## src/verilog/dfm_pkg.sv

```systemverilog
// constants, register map and window tables of the reference frequency monitor
package dfm_pkg;
  // ------------------------------------------------------------
  // register port widths
  // ------------------------------------------------------------
  localparam int ADDR_W = 8;
  localparam int DATA_W = 8;
  localparam int OFS_W = 16;

  // ------------------------------------------------------------
  // register offsets and reset values
  // ------------------------------------------------------------
  localparam logic [7:0] OFS_HOLD_PULL = 8'hed;
  localparam logic [7:0] OFS_HO_EN = 8'hf4;
  localparam logic [7:0] OFS_RF_EN = 8'hf5;
  localparam logic [7:0] OFS_WIN_SEL = 8'hf7;
  localparam logic [7:0] RST_HOLD_PULL = 8'h07;
  localparam logic [7:0] RST_HO_EN = 8'hf0;
  localparam logic [7:0] RST_RF_EN = 8'h00;
  localparam logic [7:0] RST_WIN_SEL = 8'h33;
  localparam logic [7:0] RD_UNMAPPED = 8'h00;

  // ------------------------------------------------------------
  // field positions
  // ------------------------------------------------------------
  localparam int HOLD_CODE_LSB = 0;
  localparam int WIN_CODE_LSB = 0;
  localparam int CODE_W = 3;
  localparam int HO_EN_BIT = 4;
  localparam int RF_EN_BIT = 0;

  // ------------------------------------------------------------
  // limits in units of 0.1 ppm
  // ------------------------------------------------------------
  localparam logic [2:0] HOLD_UNLIMITED = 3'h7;
  localparam logic [2:0] HOLD_RSVD_A = 3'h5;
  localparam logic [2:0] HOLD_RSVD_B = 3'h6;
  localparam logic [15:0] HOLD_LIM_RST = 16'h0000;

  function automatic logic [15:0] dfm_hold_lim(input logic [2:0] code);
    unique case (code)
      3'h0: dfm_hold_lim = 16'd120;
      3'h1: dfm_hold_lim = 16'd520;
      3'h2: dfm_hold_lim = 16'd830;
      3'h3: dfm_hold_lim = 16'd1300;
      default: dfm_hold_lim = 16'd4000;
    endcase
  endfunction

  function automatic logic [15:0] dfm_acc_lim(input logic [2:0] code);
    unique case (code)
      3'h0: dfm_acc_lim = 16'd92;
      3'h1: dfm_acc_lim = 16'd400;
      3'h2: dfm_acc_lim = 16'd640;
      3'h3: dfm_acc_lim = 16'd1000;
      3'h4: dfm_acc_lim = 16'd138;
      3'h5: dfm_acc_lim = 16'd246;
      3'h6: dfm_acc_lim = 16'd336;
      3'h7: dfm_acc_lim = 16'd520;
    endcase
  endfunction

  function automatic logic [15:0] dfm_rej_lim(input logic [2:0] code);
    unique case (code)
      3'h0: dfm_rej_lim = 16'd120;
      3'h1: dfm_rej_lim = 16'd520;
      3'h2: dfm_rej_lim = 16'd830;
      3'h3: dfm_rej_lim = 16'd1300;
      3'h4: dfm_rej_lim = 16'd180;
      3'h5: dfm_rej_lim = 16'd320;
      3'h6: dfm_rej_lim = 16'd475;
      3'h7: dfm_rej_lim = 16'd675;
    endcase
  endfunction
endpackage

```

## src/verilog/dfm_win_if.sv

```systemverilog
// carrier between the monitor top and its window comparator
`timescale 1ns/1ps
interface dfm_win_if;
  logic [2:0] sel;
  logic [15:0] ofs;
  logic prev_rej;
  logic next_rej;
  modport top (output sel, output ofs, output prev_rej, input next_rej);
  modport win (input sel, input ofs, input prev_rej, output next_rej);
endinterface

```

## src/verilog/dfm_top.sv

```systemverilog
// configuration registers and alarm gating of the reference frequency monitor
`timescale 1ns/1ps
module dfm_top (
  input wire logic clk_i,
  input wire logic resetn_i,
  input wire logic wr_en_i,
  input wire logic rd_en_i,
  input wire logic [dfm_pkg::ADDR_W-1:0] addr_i,
  input wire logic [dfm_pkg::DATA_W-1:0] wdata_i,
  input wire logic meas_valid_i,
  input wire logic [dfm_pkg::OFS_W-1:0] meas_ofs_i,
  output logic [dfm_pkg::DATA_W-1:0] rdata_o,
  output logic [dfm_pkg::OFS_W-1:0] hold_pull_lim_o,
  output logic hold_pull_unlim_o,
  output logic freq_reject_o,
  output logic ref_fail_o,
  output logic holdover_req_o
);
  import dfm_pkg::*;

  // ------------------------------------------------------------
  // state
  // ------------------------------------------------------------
  typedef struct packed {
    logic [7:0] hold_pull;
    logic [7:0] ho_en;
    logic [7:0] rf_en;
    logic [7:0] win_sel;
    logic [7:0] rdata;
    logic [15:0] hold_lim;
    logic hold_unlim;
    logic rej;
    logic ref_fail;
    logic holdover;
  } dfm_state_t;

  dfm_state_t s_q;
  dfm_state_t s_d;
  logic [2:0] hold_code;

  dfm_win_if win_bus ();

  dfm_window u_window (
    .w(win_bus.win)
  );

  assign win_bus.sel = s_q.win_sel[WIN_CODE_LSB +: CODE_W];
  assign win_bus.ofs = meas_ofs_i;
  assign win_bus.prev_rej = s_q.rej;

  // ------------------------------------------------------------
  // next state
  // ------------------------------------------------------------
  always_comb begin
    s_d = s_q;
    // whole bytes are stored so reserved bits read back as written
    if (wr_en_i) begin
      unique case (addr_i)
        OFS_HOLD_PULL: s_d.hold_pull = wdata_i;
        OFS_HO_EN: s_d.ho_en = wdata_i;
        OFS_RF_EN: s_d.rf_en = wdata_i;
        OFS_WIN_SEL: s_d.win_sel = wdata_i;
        default: ;
      endcase
    end
    if (rd_en_i) begin
      unique case (addr_i)
        OFS_HOLD_PULL: s_d.rdata = s_q.hold_pull;
        OFS_HO_EN: s_d.rdata = s_q.ho_en;
        OFS_RF_EN: s_d.rdata = s_q.rf_en;
        OFS_WIN_SEL: s_d.rdata = s_q.win_sel;
        default: s_d.rdata = RD_UNMAPPED;
      endcase
    end
    hold_code = s_d.hold_pull[HOLD_CODE_LSB +: CODE_W];
    if (hold_code == HOLD_UNLIMITED) begin
      s_d.hold_unlim = 1'b1;
    // reserved codes keep the last valid range rather than guess one
    end else if (hold_code != HOLD_RSVD_A && hold_code != HOLD_RSVD_B) begin
      s_d.hold_unlim = 1'b0;
      s_d.hold_lim = dfm_hold_lim(hold_code);
    end
    // verdict only moves on a measurement
    if (meas_valid_i) begin
      s_d.rej = win_bus.next_rej;
    end
    // only the defined enable bits gate the alarm
    s_d.holdover = s_d.rej & s_d.ho_en[HO_EN_BIT];
    s_d.ref_fail = s_d.rej & s_d.rf_en[RF_EN_BIT];
  end

  // ------------------------------------------------------------
  // registers
  // ------------------------------------------------------------
  always_ff @(posedge clk_i) begin
    if (!resetn_i) begin
      s_q.hold_pull <= RST_HOLD_PULL;
      s_q.ho_en <= RST_HO_EN;
      s_q.rf_en <= RST_RF_EN;
      s_q.win_sel <= RST_WIN_SEL;
      s_q.rdata <= RD_UNMAPPED;
      s_q.hold_lim <= HOLD_LIM_RST;
      s_q.hold_unlim <= 1'b1;
      s_q.rej <= 1'b0;
      s_q.ref_fail <= 1'b0;
      s_q.holdover <= 1'b0;
    end else begin
      s_q <= s_d;
    end
  end

  assign rdata_o = s_q.rdata;
  assign hold_pull_lim_o = s_q.hold_lim;
  assign hold_pull_unlim_o = s_q.hold_unlim;
  assign freq_reject_o = s_q.rej;
  assign ref_fail_o = s_q.ref_fail;
  assign holdover_req_o = s_q.holdover;
endmodule

```

## src/verilog/dfm_window.sv

```systemverilog
// acceptance / rejection window comparator with hysteresis
`timescale 1ns/1ps
module dfm_window (
  dfm_win_if.win w
);
  import dfm_pkg::*;

  logic in_acc;
  logic out_rej;

  // ------------------------------------------------------------
  // verdict
  // ------------------------------------------------------------
  always_comb begin
    in_acc = (w.ofs <= dfm_acc_lim(w.sel));
    out_rej = (w.ofs > dfm_rej_lim(w.sel));
    if (in_acc) begin
      w.next_rej = 1'b0;
    end else if (out_rej) begin
      w.next_rej = 1'b1;
    end else begin
      w.next_rej = w.prev_rej;
    end
  end
endmodule

```

## config.mk

```make
export PLATFORM = sky130hd
export DESIGN_NAME = dfm_top
export DESIGN_NICKNAME = d
export VERILOG_FILES = /design/src/verilog/dfm_pkg.sv /design/src/verilog/dfm_win_if.sv /design/src/verilog/dfm_top.sv /design/src/verilog/dfm_window.sv
export SDC_FILE = /design/constraint.sdc
export NUM_CORES = 1
export LEC_CHECK = 0
export BUFFER_PORTS_ARGS = -buffer_cell sky130_fd_sc_hd__buf_2
export CORE_MARGIN = 2
export CORE_UTILIZATION = 30
export CTS_CLUSTER_DIAMETER = 60
export DETAILED_ROUTE_END_ITERATION = 8
export PLACE_DENSITY = 0.52
export SYNTH_ARGS = -nofsm -noshare
export SYNTH_HDL_FRONTEND = slang
export SYNTH_HIERARCHICAL = 1
export SYNTH_SLANG_ARGS = --single-unit
```

## constraint.sdc

```tcl
create_clock -name clk_i -period 4.05 [get_ports clk_i]
set_input_delay 0.405 -clock clk_i [delete_from_list [all_inputs] [get_ports clk_i]]
set_output_delay 0.405 -clock clk_i [all_outputs]
set_load 0.05 [all_outputs]
```

After elaboration in Yosys (flattened, before gate mapping)

Memories as Yosys holds them, arrays and structs flattened. A register that Yosys moved wholly into a read port is not among the register bits.
Index checks and enable logic that the tools add are counted.

Order comparisons: 2
Equality and inequality tests: 10
Muxes and demuxes: 14
Bitwise logic cells: 4
Reduce and logical (&&, ||, !) cells: 8

Operators with widths:

| operator                                            | number |
|---|---|
| case mux 12 bit (4 select lines)                    | 1 |
| equality test 8 bit, second input constant          | 4 |
| case mux 8 bit (4 select lines)                     | 1 |
| two-way mux 27 bit                                  | 1 |
| two-way mux 8 bit                                   | 3 |
| greater-than comparator 16 bit                      | 1 |
| less-or-equal comparator 16 bit                     | 1 |
| two-way mux 3 bit                                   | 5 |
| AND reduction 2 bit                                 | 5 |
| equality test 3 x 2 -> 1 bit, second input constant | 2 |
| != test 3 bit, second input constant                | 2 |
| equality test 3 x 1 -> 1 bit, second input constant | 1 |
| equality test 3 bit, second input constant          | 1 |
| zero test 3 bit                                     | 1 |
| two-way mux 1 bit                                   | 3 |
| AND 1 bit                                           | 2 |
| inverter 1 bit                                      | 2 |
| OR reduction 2 bit                                  | 1 |
| logical AND 1 bit                                   | 1 |

Register bits after elaboration: 60
ROM bits: 160
Input bits: 37
Output and inout bits: 28
Logic and storage cells: 53
Memories: 2

Memory list:

| memory          | depth | bits a word | rd ports | clocked after Yosys merged registers in | wr ports | line          | text |
|---|---|---|---|---|---|---|---|
| (no name shown) | 8     | 11          | 1        | 1                                       | 0        | dfm_pkg.sv:64 | `unique case (code)` |
| (no name shown) | 8     | 9           | 1        | 1                                       | 0        | dfm_pkg.sv:51 | `unique case (code)` |

Logic depth before layout (Yosys ltp)

Gate-level depths: netlist (run 1).

Depth in word-level cells: 6
Gate-level depth with buffers: 13
Mapped depth without buffers: 13

By module

Netlist (run 1), hierarchy kept.

By module, submodules not included:

| module     | times used | cells each | area an instance (µm²) | sequential area each (µm²) |
|---|---|---|---|---|
| dfm_top    | 1          | 287        | 2678.8                 | 1081.0 |
| dfm_window | 1          | 91         | 710.7                  | 0.0 |

Least setup slack after synthesis (run 1)

No wires, ideal clock.

Kind: reg2reg
Start point: register s_q[28] (netlist name)
End point: register s_q, in the netlist holdover_req_o
Library setup time: 0.120 ns
Arrival time: 2.849 ns
Data required time: 3.930 ns
Slack: 1.081 ns
Stages on the path, launching flop included: 14
Path buffers: 0
Clock period less this slack: 2.969 ns
Path through: dfxtp_1 > inv_1 > ha_1 > nand2_1 > o21ai_0 > ha_1 > a211oi_1 > nor2_1 > or4_1 > or3_1 > o311a_1 > mux2_2 > nand2_1 > nor2_1

RTL lines:

| what             | line          | text |
|---|---|---|
| end: declaration | dfm_top.sv:37 | `dfm_state_t s_q;` |

==> results.py, run 1 <==
metrics = {
    "status": {
        "status": "completed",
    },
    "critical_path": {
        "crit_path_start_kind": "flop",
        "rr_startpoint": "s_q[28]",
        "required_ns": 4.22,
        "startpoint": "s_q[28]",
        "r2r_slack_ns": 0.77,
        "path_class": "reg2reg",
        "crit_fanout": 9,
        "rr_worst_depth": 13,
        "endpoint_kind": "flop",
        "worstReg2RegEnd": "holdover_req_o",
        "cp-endpoint": "holdover_req_o",
        "arrival_ns": 3.45,
    },
    "finish": {
        "fillers": 1150,
        "num_antenna_cells": 0,
        "fin_nets": 468,
        "multi_input_comb_area_mm2": 0.00201,
        "drive_gt1_share_pct": 19.5,
        "seqCellArea_mm2": 0.00108,
        "area_growth_pct": 11.3,
        "stdcell_area_mm2": 0.00377,
    },
    "power": {
        "vdd_drop_max_v": 0.000152,
        "power_density_mw_per_mm2": 285,
        "p_leak_nw": 1.68,
    },
    "clock_network": {
        "cts_hold_buf": 0,
        "post-cts-setup-buffers": 0,
        "clkSlewWorstSetupHoldPaths_ns": 0.07,
        "cts.sinks": 54,
        "clk_latency_ns": 0.29,
        "ctsResizeCount": 0,
        "numCtsBuffers": 5,
        "cts_root_buf": "clkbuf_16",
        "htreeDepth": 2,
        "cts_tree": "yes",
        "cts_buffer_depth": 2,
    },
    "floorplan": {
        "die_h_um": 110,
        "die_w_um": 110,
        "coreArea_mm2": 0.0109,
        "initial_core_util_pct": 31.0,
        "die-area_mm2": 0.0122,
        "num_rows": 38,
        "pin_count": 65,
    },
    "grt": {
        "antenna_found_initial": 0,
        "grt_start_max_net_pins": 47,
        "grt_pass1_wl_mm": 13.1,
        "grt_overflow": 0,
        "grt_pass1_vias": 2649,
        "grt_usage_pct": 13.9,
    },
    "synthesis": {
        "synth_edf_count": 0,
        "ys_ff_latch": 54,
        "yosys_warnings": 6,
        "synthDominantCellAreaShare_pct": 31.9,
        "synth_area_mm2": 0.00339,
        "syn_inst": 378,
        "async_flop_share_pct": 0,
        "syn_avg_cell_area_um2": 8.97,
        "synth_largest_area_cell": "dfxtp_1",
        "yosysSeqAreaShare_pct": 31.9,
        "synth.area.top_cells": "dfxtp_1 (32%), mux2i_1 (10%), ha_1 (10%)",
        "ys.flop_type": "dfxtp_1",
        "synth.distinct_cells": 57,
    },
    "sta": {
        "drv_slew": 0,
        "fin_hold_ws_ns": 0.382,
        "fin_skew_ns": 0.00321,
        "fmax_ghz": 0.305,
        "finalCriticalPeriod_ns": 3.28,
        "max_slew_margin_pct": 43.6,
        "setup_violations": 0,
        "setup_slack_ns": 0.768,
        "fin_setup_tns_ns": 0,
        "hold_viol_final": 0,
        "period_share_pct": 81.0,
        "rsz0062_at_grt": "no",
        "tightest_slew_ns": 0.839,
    },
    "route": {
        "dr.pass1.iters": 4,
        "drcViolationCount": 0,
        "drt-wirelength-per-cell_um": 15.1,
        "finalWirelength_mm": 8.21,
        "postRouteAntennaNets": 0,
        "drtIter0Drc": 102,
        "dr_total_vias": 2703,
        "vias_per_cell": 4.96,
    },
    "worst_hold_path": {
        "hp-class": "in2reg",
    },
    "placement": {
        "io_buffers": 59,
        "dp_hpwl_mm": 6.06,
        "dpl_worst_slack_ns": 0.751,
        "gp_congestion": 0.826,
        "dpl_cell_area_mm2": 0.00362,
    },
    "flow_run": {
        "cap_violations": 0,
    },
}
## state kept, by name, indices dropped and copies added (netlist names)
register,flops
ref_fail_o,1
rdata_o,8
s_q,32
hold_pull_unlim_o,1
freq_reject_o,1
hold_pull_lim_o,10
holdover_req_o,1
## power by group
part | leakage, nW | internal [mW] | total (mW) | switching, mW
clock network | 0.0739 | 0.246 | 0.430 | 0.184
registers | 0.436 | 0.533 | 0.534 | 0.00150
logic | 1.17 | 0.0391 | 0.110 | 0.0709
## Yosys cell counts (all sizes together) (2+ instances only)
| master | number |
|---|---|
| a211oi | 6 |
| a21boi | 10 |
| a21o | 3 |
| a21oi | 14 |
| a22o | 8 |
| a22oi | 7 |
| and3 | 2 |
| buf | 29 |
| clkbuf | 17 |
| dfxtp | 54 |
| ha | 27 |
| inv | 12 |
| mux2 | 4 |
| mux2i | 35 |
| nand2 | 33 |
| nand2b | 3 |
| nand3 | 7 |
| nand3b | 2 |
| nand4 | 8 |
| nor2 | 15 |
| nor2b | 20 |
| nor3 | 7 |
| nor3b | 4 |
| nor4 | 2 |
| nor4b | 2 |
| o211ai | 4 |
| o21ai | 12 |
| o22ai | 7 |
| or3 | 2 |
| or4 | 2 |
| xnor2 | 2 |
| xor2 | 3 |
## per-layer routing
layer | vias to the layer above | global-route usage (%) | wire length [µm]
met4 | 0 | 4.11 | 104
met3 | 8 | 2.59 | 306
met5 | - | 0 | 0
met2 | 43 | 23.9 | 3890
li1 | 1376 | - | -
met1 | 1276 | 17.7 | 3900
## worst max-delay path: stages, from the launching register on
cell      delay [ns]
dfxtp_1         0.49
inv_1           0.17
ha_1            0.40
nand2_1         0.11
a21boi_0        0.23
ha_1            0.27
o21ai_0         0.17
nor2_1          0.05
or4_1           0.38
or3_1           0.35
o311a_1         0.13
mux2_2          0.26
nand2_1         0.10
nor2_1          0.05
## stage by stage
| stage | instances | total power, mW | util, % |
|---|---|---|---|
| detailed placement | 537 | 0.657 | 33.1 |
| CTS | 545 | 1.09 | 34.5 |
| global placement | 537 | 0.656 | 33.1 |
| finish | 545 | 1.07 | 34.5 |
| global route | 545 | 1.12 | 34.5 |
| floorplan | 382 | 0.620 | - |
## area by class of cell
cell class / count / share of cell area (%)
inverters: 12 / 1.19
well taps: 140 / 4.64
clock inverters: 1 / 0.133
multi-input cells: 270 / 53.4
repair buffers: 61 / 8.23
clock buffers: 7 / 3.78
flip-flops and latches: 54 / 28.7
## how the worst min path moves through the flow
stage	from	slack, ns	depth (start not counted)	endpoint
final	wdata_i[5]	0.38	3	s_q[33]
after global routing	wdata_i[5]	0.38	3	s_q[49]
after CTS	wdata_i[5]	0.38	3	s_q[33]
after detailed placement	s_q[56]	0.46	2	s_q[56]
after global placement	s_q[57]	0.45	2	s_q[57]
after floorplan	s_q[55]	0.44	2	s_q[55]
## cells in the final DEF, fill, tap and decap left out, types with 4 or more instances in the layout
master     netlist  final
o211ai_1         4      4
nor3_1           6      6
inv_1           11     11
dfxtp_1         54     54
nand3_1          7      7
buf_2            2     59
a22o_1           8      8
nand4_1          8      8
nor2_1          15     15
ha_1            27     27
conb_1           1      5
clkbuf_16        0      5
o21ai_0         12     12
nand2_1         33     33
a211oi_1         6      6
nor2b_1         20     20
mux2i_1         34     34
a21oi_1         14     14
o22ai_1          7      7
a21boi_0         8      8
a22oi_1          7      7
## kinds of logic after synthesis
| group | count (synthesis) | synth area share (%) |
|---|---|---|
| AO/OA/AOI/OAI | 83 | 16.9 |
| XOR/XNOR | 5 | 1.29 |
| adder cells (fa/ha/maj) | 27 | 9.97 |
| buffers and inverters | 58 | 9.15 |
| flip-flops | 54 | 31.9 |
| multiplexers | 39 | 12.0 |
| other | 1 | 0.111 |
| AND/OR/NAND/NOR | 111 | 18.7 |
Note: power is estimated with default switching activity, not from simulation.
==> run 2, diff against run 1 <==
==> constraint.sdc (replaced) <==
create_clock -name clk_i -period 3.1 [get_ports clk_i]
set_input_delay 0.31 -clock clk_i [delete_from_list [all_inputs] [get_ports clk_i]]
set_output_delay 0.31 -clock clk_i [all_outputs]
set_load 0.05 [all_outputs]
==> results.py, run 2 (synthesis gave the netlist of run 1 again) <==
metrics = {
    "grt": {
        "grt-busiest-layer": "met2",
        "grt_start_max_net_pins": 37,
        "grt_pass1_wl_mm": 13.3,
        "grt_overflow": 0,
        "grt_usage_pct": 14.3,
        "antenna_found_initial": 0,
        "grt_util_met1_pct": 18.2,
        "grt_use_met2_pct": 24.4,
        "grt_pass1_vias": 2637,
        "grt.met3_usage_pct": 2.88,
    },
    "floorplan": {
        "pin_count": 65,
        "die_h_um": 110,
        "num_rows": 38,
        "die_w_um": 110,
        "initial_core_util_pct": 31.0,
        "coreArea_mm2": 0.0109,
        "die-area_mm2": 0.0122,
    },
    "sta": {
        "setup_slack_ns": 0.236,
        "fin_setup_tns_ns": 0,
        "drv_slew": 0,
        "tightest_slew_ns": 0.607,
        "finalCriticalPeriod_ns": 2.86,
        "period_share_pct": 92.4,
        "hold_viol_final": 0,
        "fmax_ghz": 0.349,
        "max_slew_margin_pct": 59.5,
        "rsz0062_at_grt": "no",
        "fin_skew_ns": 0.00304,
        "setup_violations": 0,
    },
    "clock_network": {
        "ctsResizeCount": 0,
        "cts_root_buf": "clkbuf_16",
        "htreeDepth": 2,
        "cts_buffer_depth": 2,
        "clkSlewWorstSetupHoldPaths_ns": 0.07,
        "cts_hold_buf": 0,
        "numCtsBuffers": 5,
        "cts_tree": "yes",
        "clk_latency_ns": 0.29,
        "cts.sinks": 54,
        "post-cts-setup-buffers": 0,
    },
    "placement": {
        "io_buffers": 59,
        "dpl_cell_area_mm2": 0.00368,
        "dpl_worst_slack_ns": 0.182,
        "gp_congestion": 0.859,
        "dp_hpwl_mm": 6.23,
    },
    "route": {
        "dr.pass1.iters": 4,
        "drtIter0Drc": 110,
        "finalWirelength_mm": 8.29,
        "vias_per_cell": 4.92,
        "postRouteAntennaNets": 0,
        "dr_total_vias": 2718,
        "drcViolationCount": 0,
        "drt-wirelength-per-cell_um": 15.0,
    },
    "finish": {
        "seqCellArea_mm2": 0.00108,
        "final_common_cell": "buf_2",
        "area_growth_pct": 13.2,
        "multi_input_comb_area_mm2": 0.00202,
        "stdcell_area_mm2": 0.00384,
        "largest_reg_flops": 32,
        "largest-register": "s_q",
        "fin_nets": 476,
        "num_antenna_cells": 0,
        "fillers": 1151,
        "final_cell_mix": "buf_2 (59), dfxtp_1 (54), mux2i_1 (34), nand2_1 (33), ha_1 (27)",
        "drive_gt1_share_pct": 21.5,
        "final_core_util_pct": 35.1,
    },
    "critical_path": {
        "arrival_ns": 3.04,
        "required_ns": 3.28,
        "crit_fanout": 5,
        "rr_worst_depth": 13,
        "rr_startpoint": "s_q[28]",
        "endpoint_kind": "flop",
        "worstReg2RegEnd": "holdover_req_o",
        "cp-endpoint": "holdover_req_o",
        "r2r_slack_ns": 0.24,
        "crit_path_start_kind": "flop",
        "path_class": "reg2reg",
        "startpoint": "s_q[28]",
    },
    "power": {
        "clockPowerShare_pct": 40.0,
        "power_density_mw_per_mm2": 367,
        "fin_total_pwr_mw": 1.41,
        "internal_power_mw": 1.07,
        "combPwrFrac_pct": 10.5,
        "p_switching_mw": 0.338,
        "p_leak_nw": 1.72,
        "p_sw_share_pct": 24.0,
        "seqPwrFrac_pct": 49.6,
        "vdd_drop_max_v": 0.000174,
    },
    "flow_run": {
        "cap_violations": 0,
    },
    "worst_hold_path": {
        "hp-class": "in2reg",
        "whs_path_depth": 3,
    },
    "status": {
        "status": "completed",
    },
}
-- run 2: per-layer routing --
metal  wire, µm  vias to the layer above  part of all wire [%]
met5          0                        -                     0
met1       3750                     1252                    45
met4        113                        0                   1.4
li1           -                     1399                     -
met3        363                       10                   4.4
met2       4070                       57                    49
-- run 2: layout make-up --
cell class / count / share of cell area (%)
multi-input combinational: 270 / 52.6
sequential: 54 / 28.2
timing repair buffer: 69 / 9.65
tap: 140 / 4.56
clock buffer: 7 / 3.72
inverter: 12 / 1.17
clock inverter: 1 / 0.130
-- run 2: worst min-delay path by stage --
| stage | from | to | slack, ns |
|---|---|---|---|
| finish | wdata_i[6] | s_q[50] | 0.28 |
| global route | wdata_i[6] | s_q[50] | 0.30 |
| CTS | wdata_i[6] | s_q[50] | 0.28 |
| detailed placement | s_q[55] | s_q[55] | 0.46 |
| global placement | s_q[57] | s_q[57] | 0.45 |
| floorplan | wdata_i[4] | s_q[32] | 0.44 |
-- run 2: power by group through the flow --
| stage | Clock [mW] | Combinational [mW] | Sequential (mW) |
|---|---|---|---|
| floorplan | 0 | 0.0895 | 0.721 |
| global route | 0.603 | 0.163 | 0.698 |
| finish | 0.562 | 0.147 | 0.698 |
| global placement | 0 | 0.144 | 0.714 |
| CTS | 0.580 | 0.147 | 0.698 |
| detailed placement | 0 | 0.146 | 0.714 |
-- run 2: worst max-delay path, stage by stage (launching register included) --
cell	delay, ns
dfxtp_1	0.32
inv_1	0.09
ha_1	0.32
buf_4	0.16
mux2i_1	0.13
ha_1	0.26
nand3_1	0.09
nand2_1	0.05
or4_1	0.45
or3_1	0.35
o311a_1	0.12
mux2_2	0.26
nand2_1	0.10
nor2_1	0.04
-- run 2: per-stage QoR --
stage / hold WS [ns] / cells
after detailed placement: 0.459 / 545
after global routing: 0.301 / 553
final: 0.284 / 553
after global placement: 0.449 / 545
after CTS: 0.283 / 553
after floorplan: 0.435 / 382
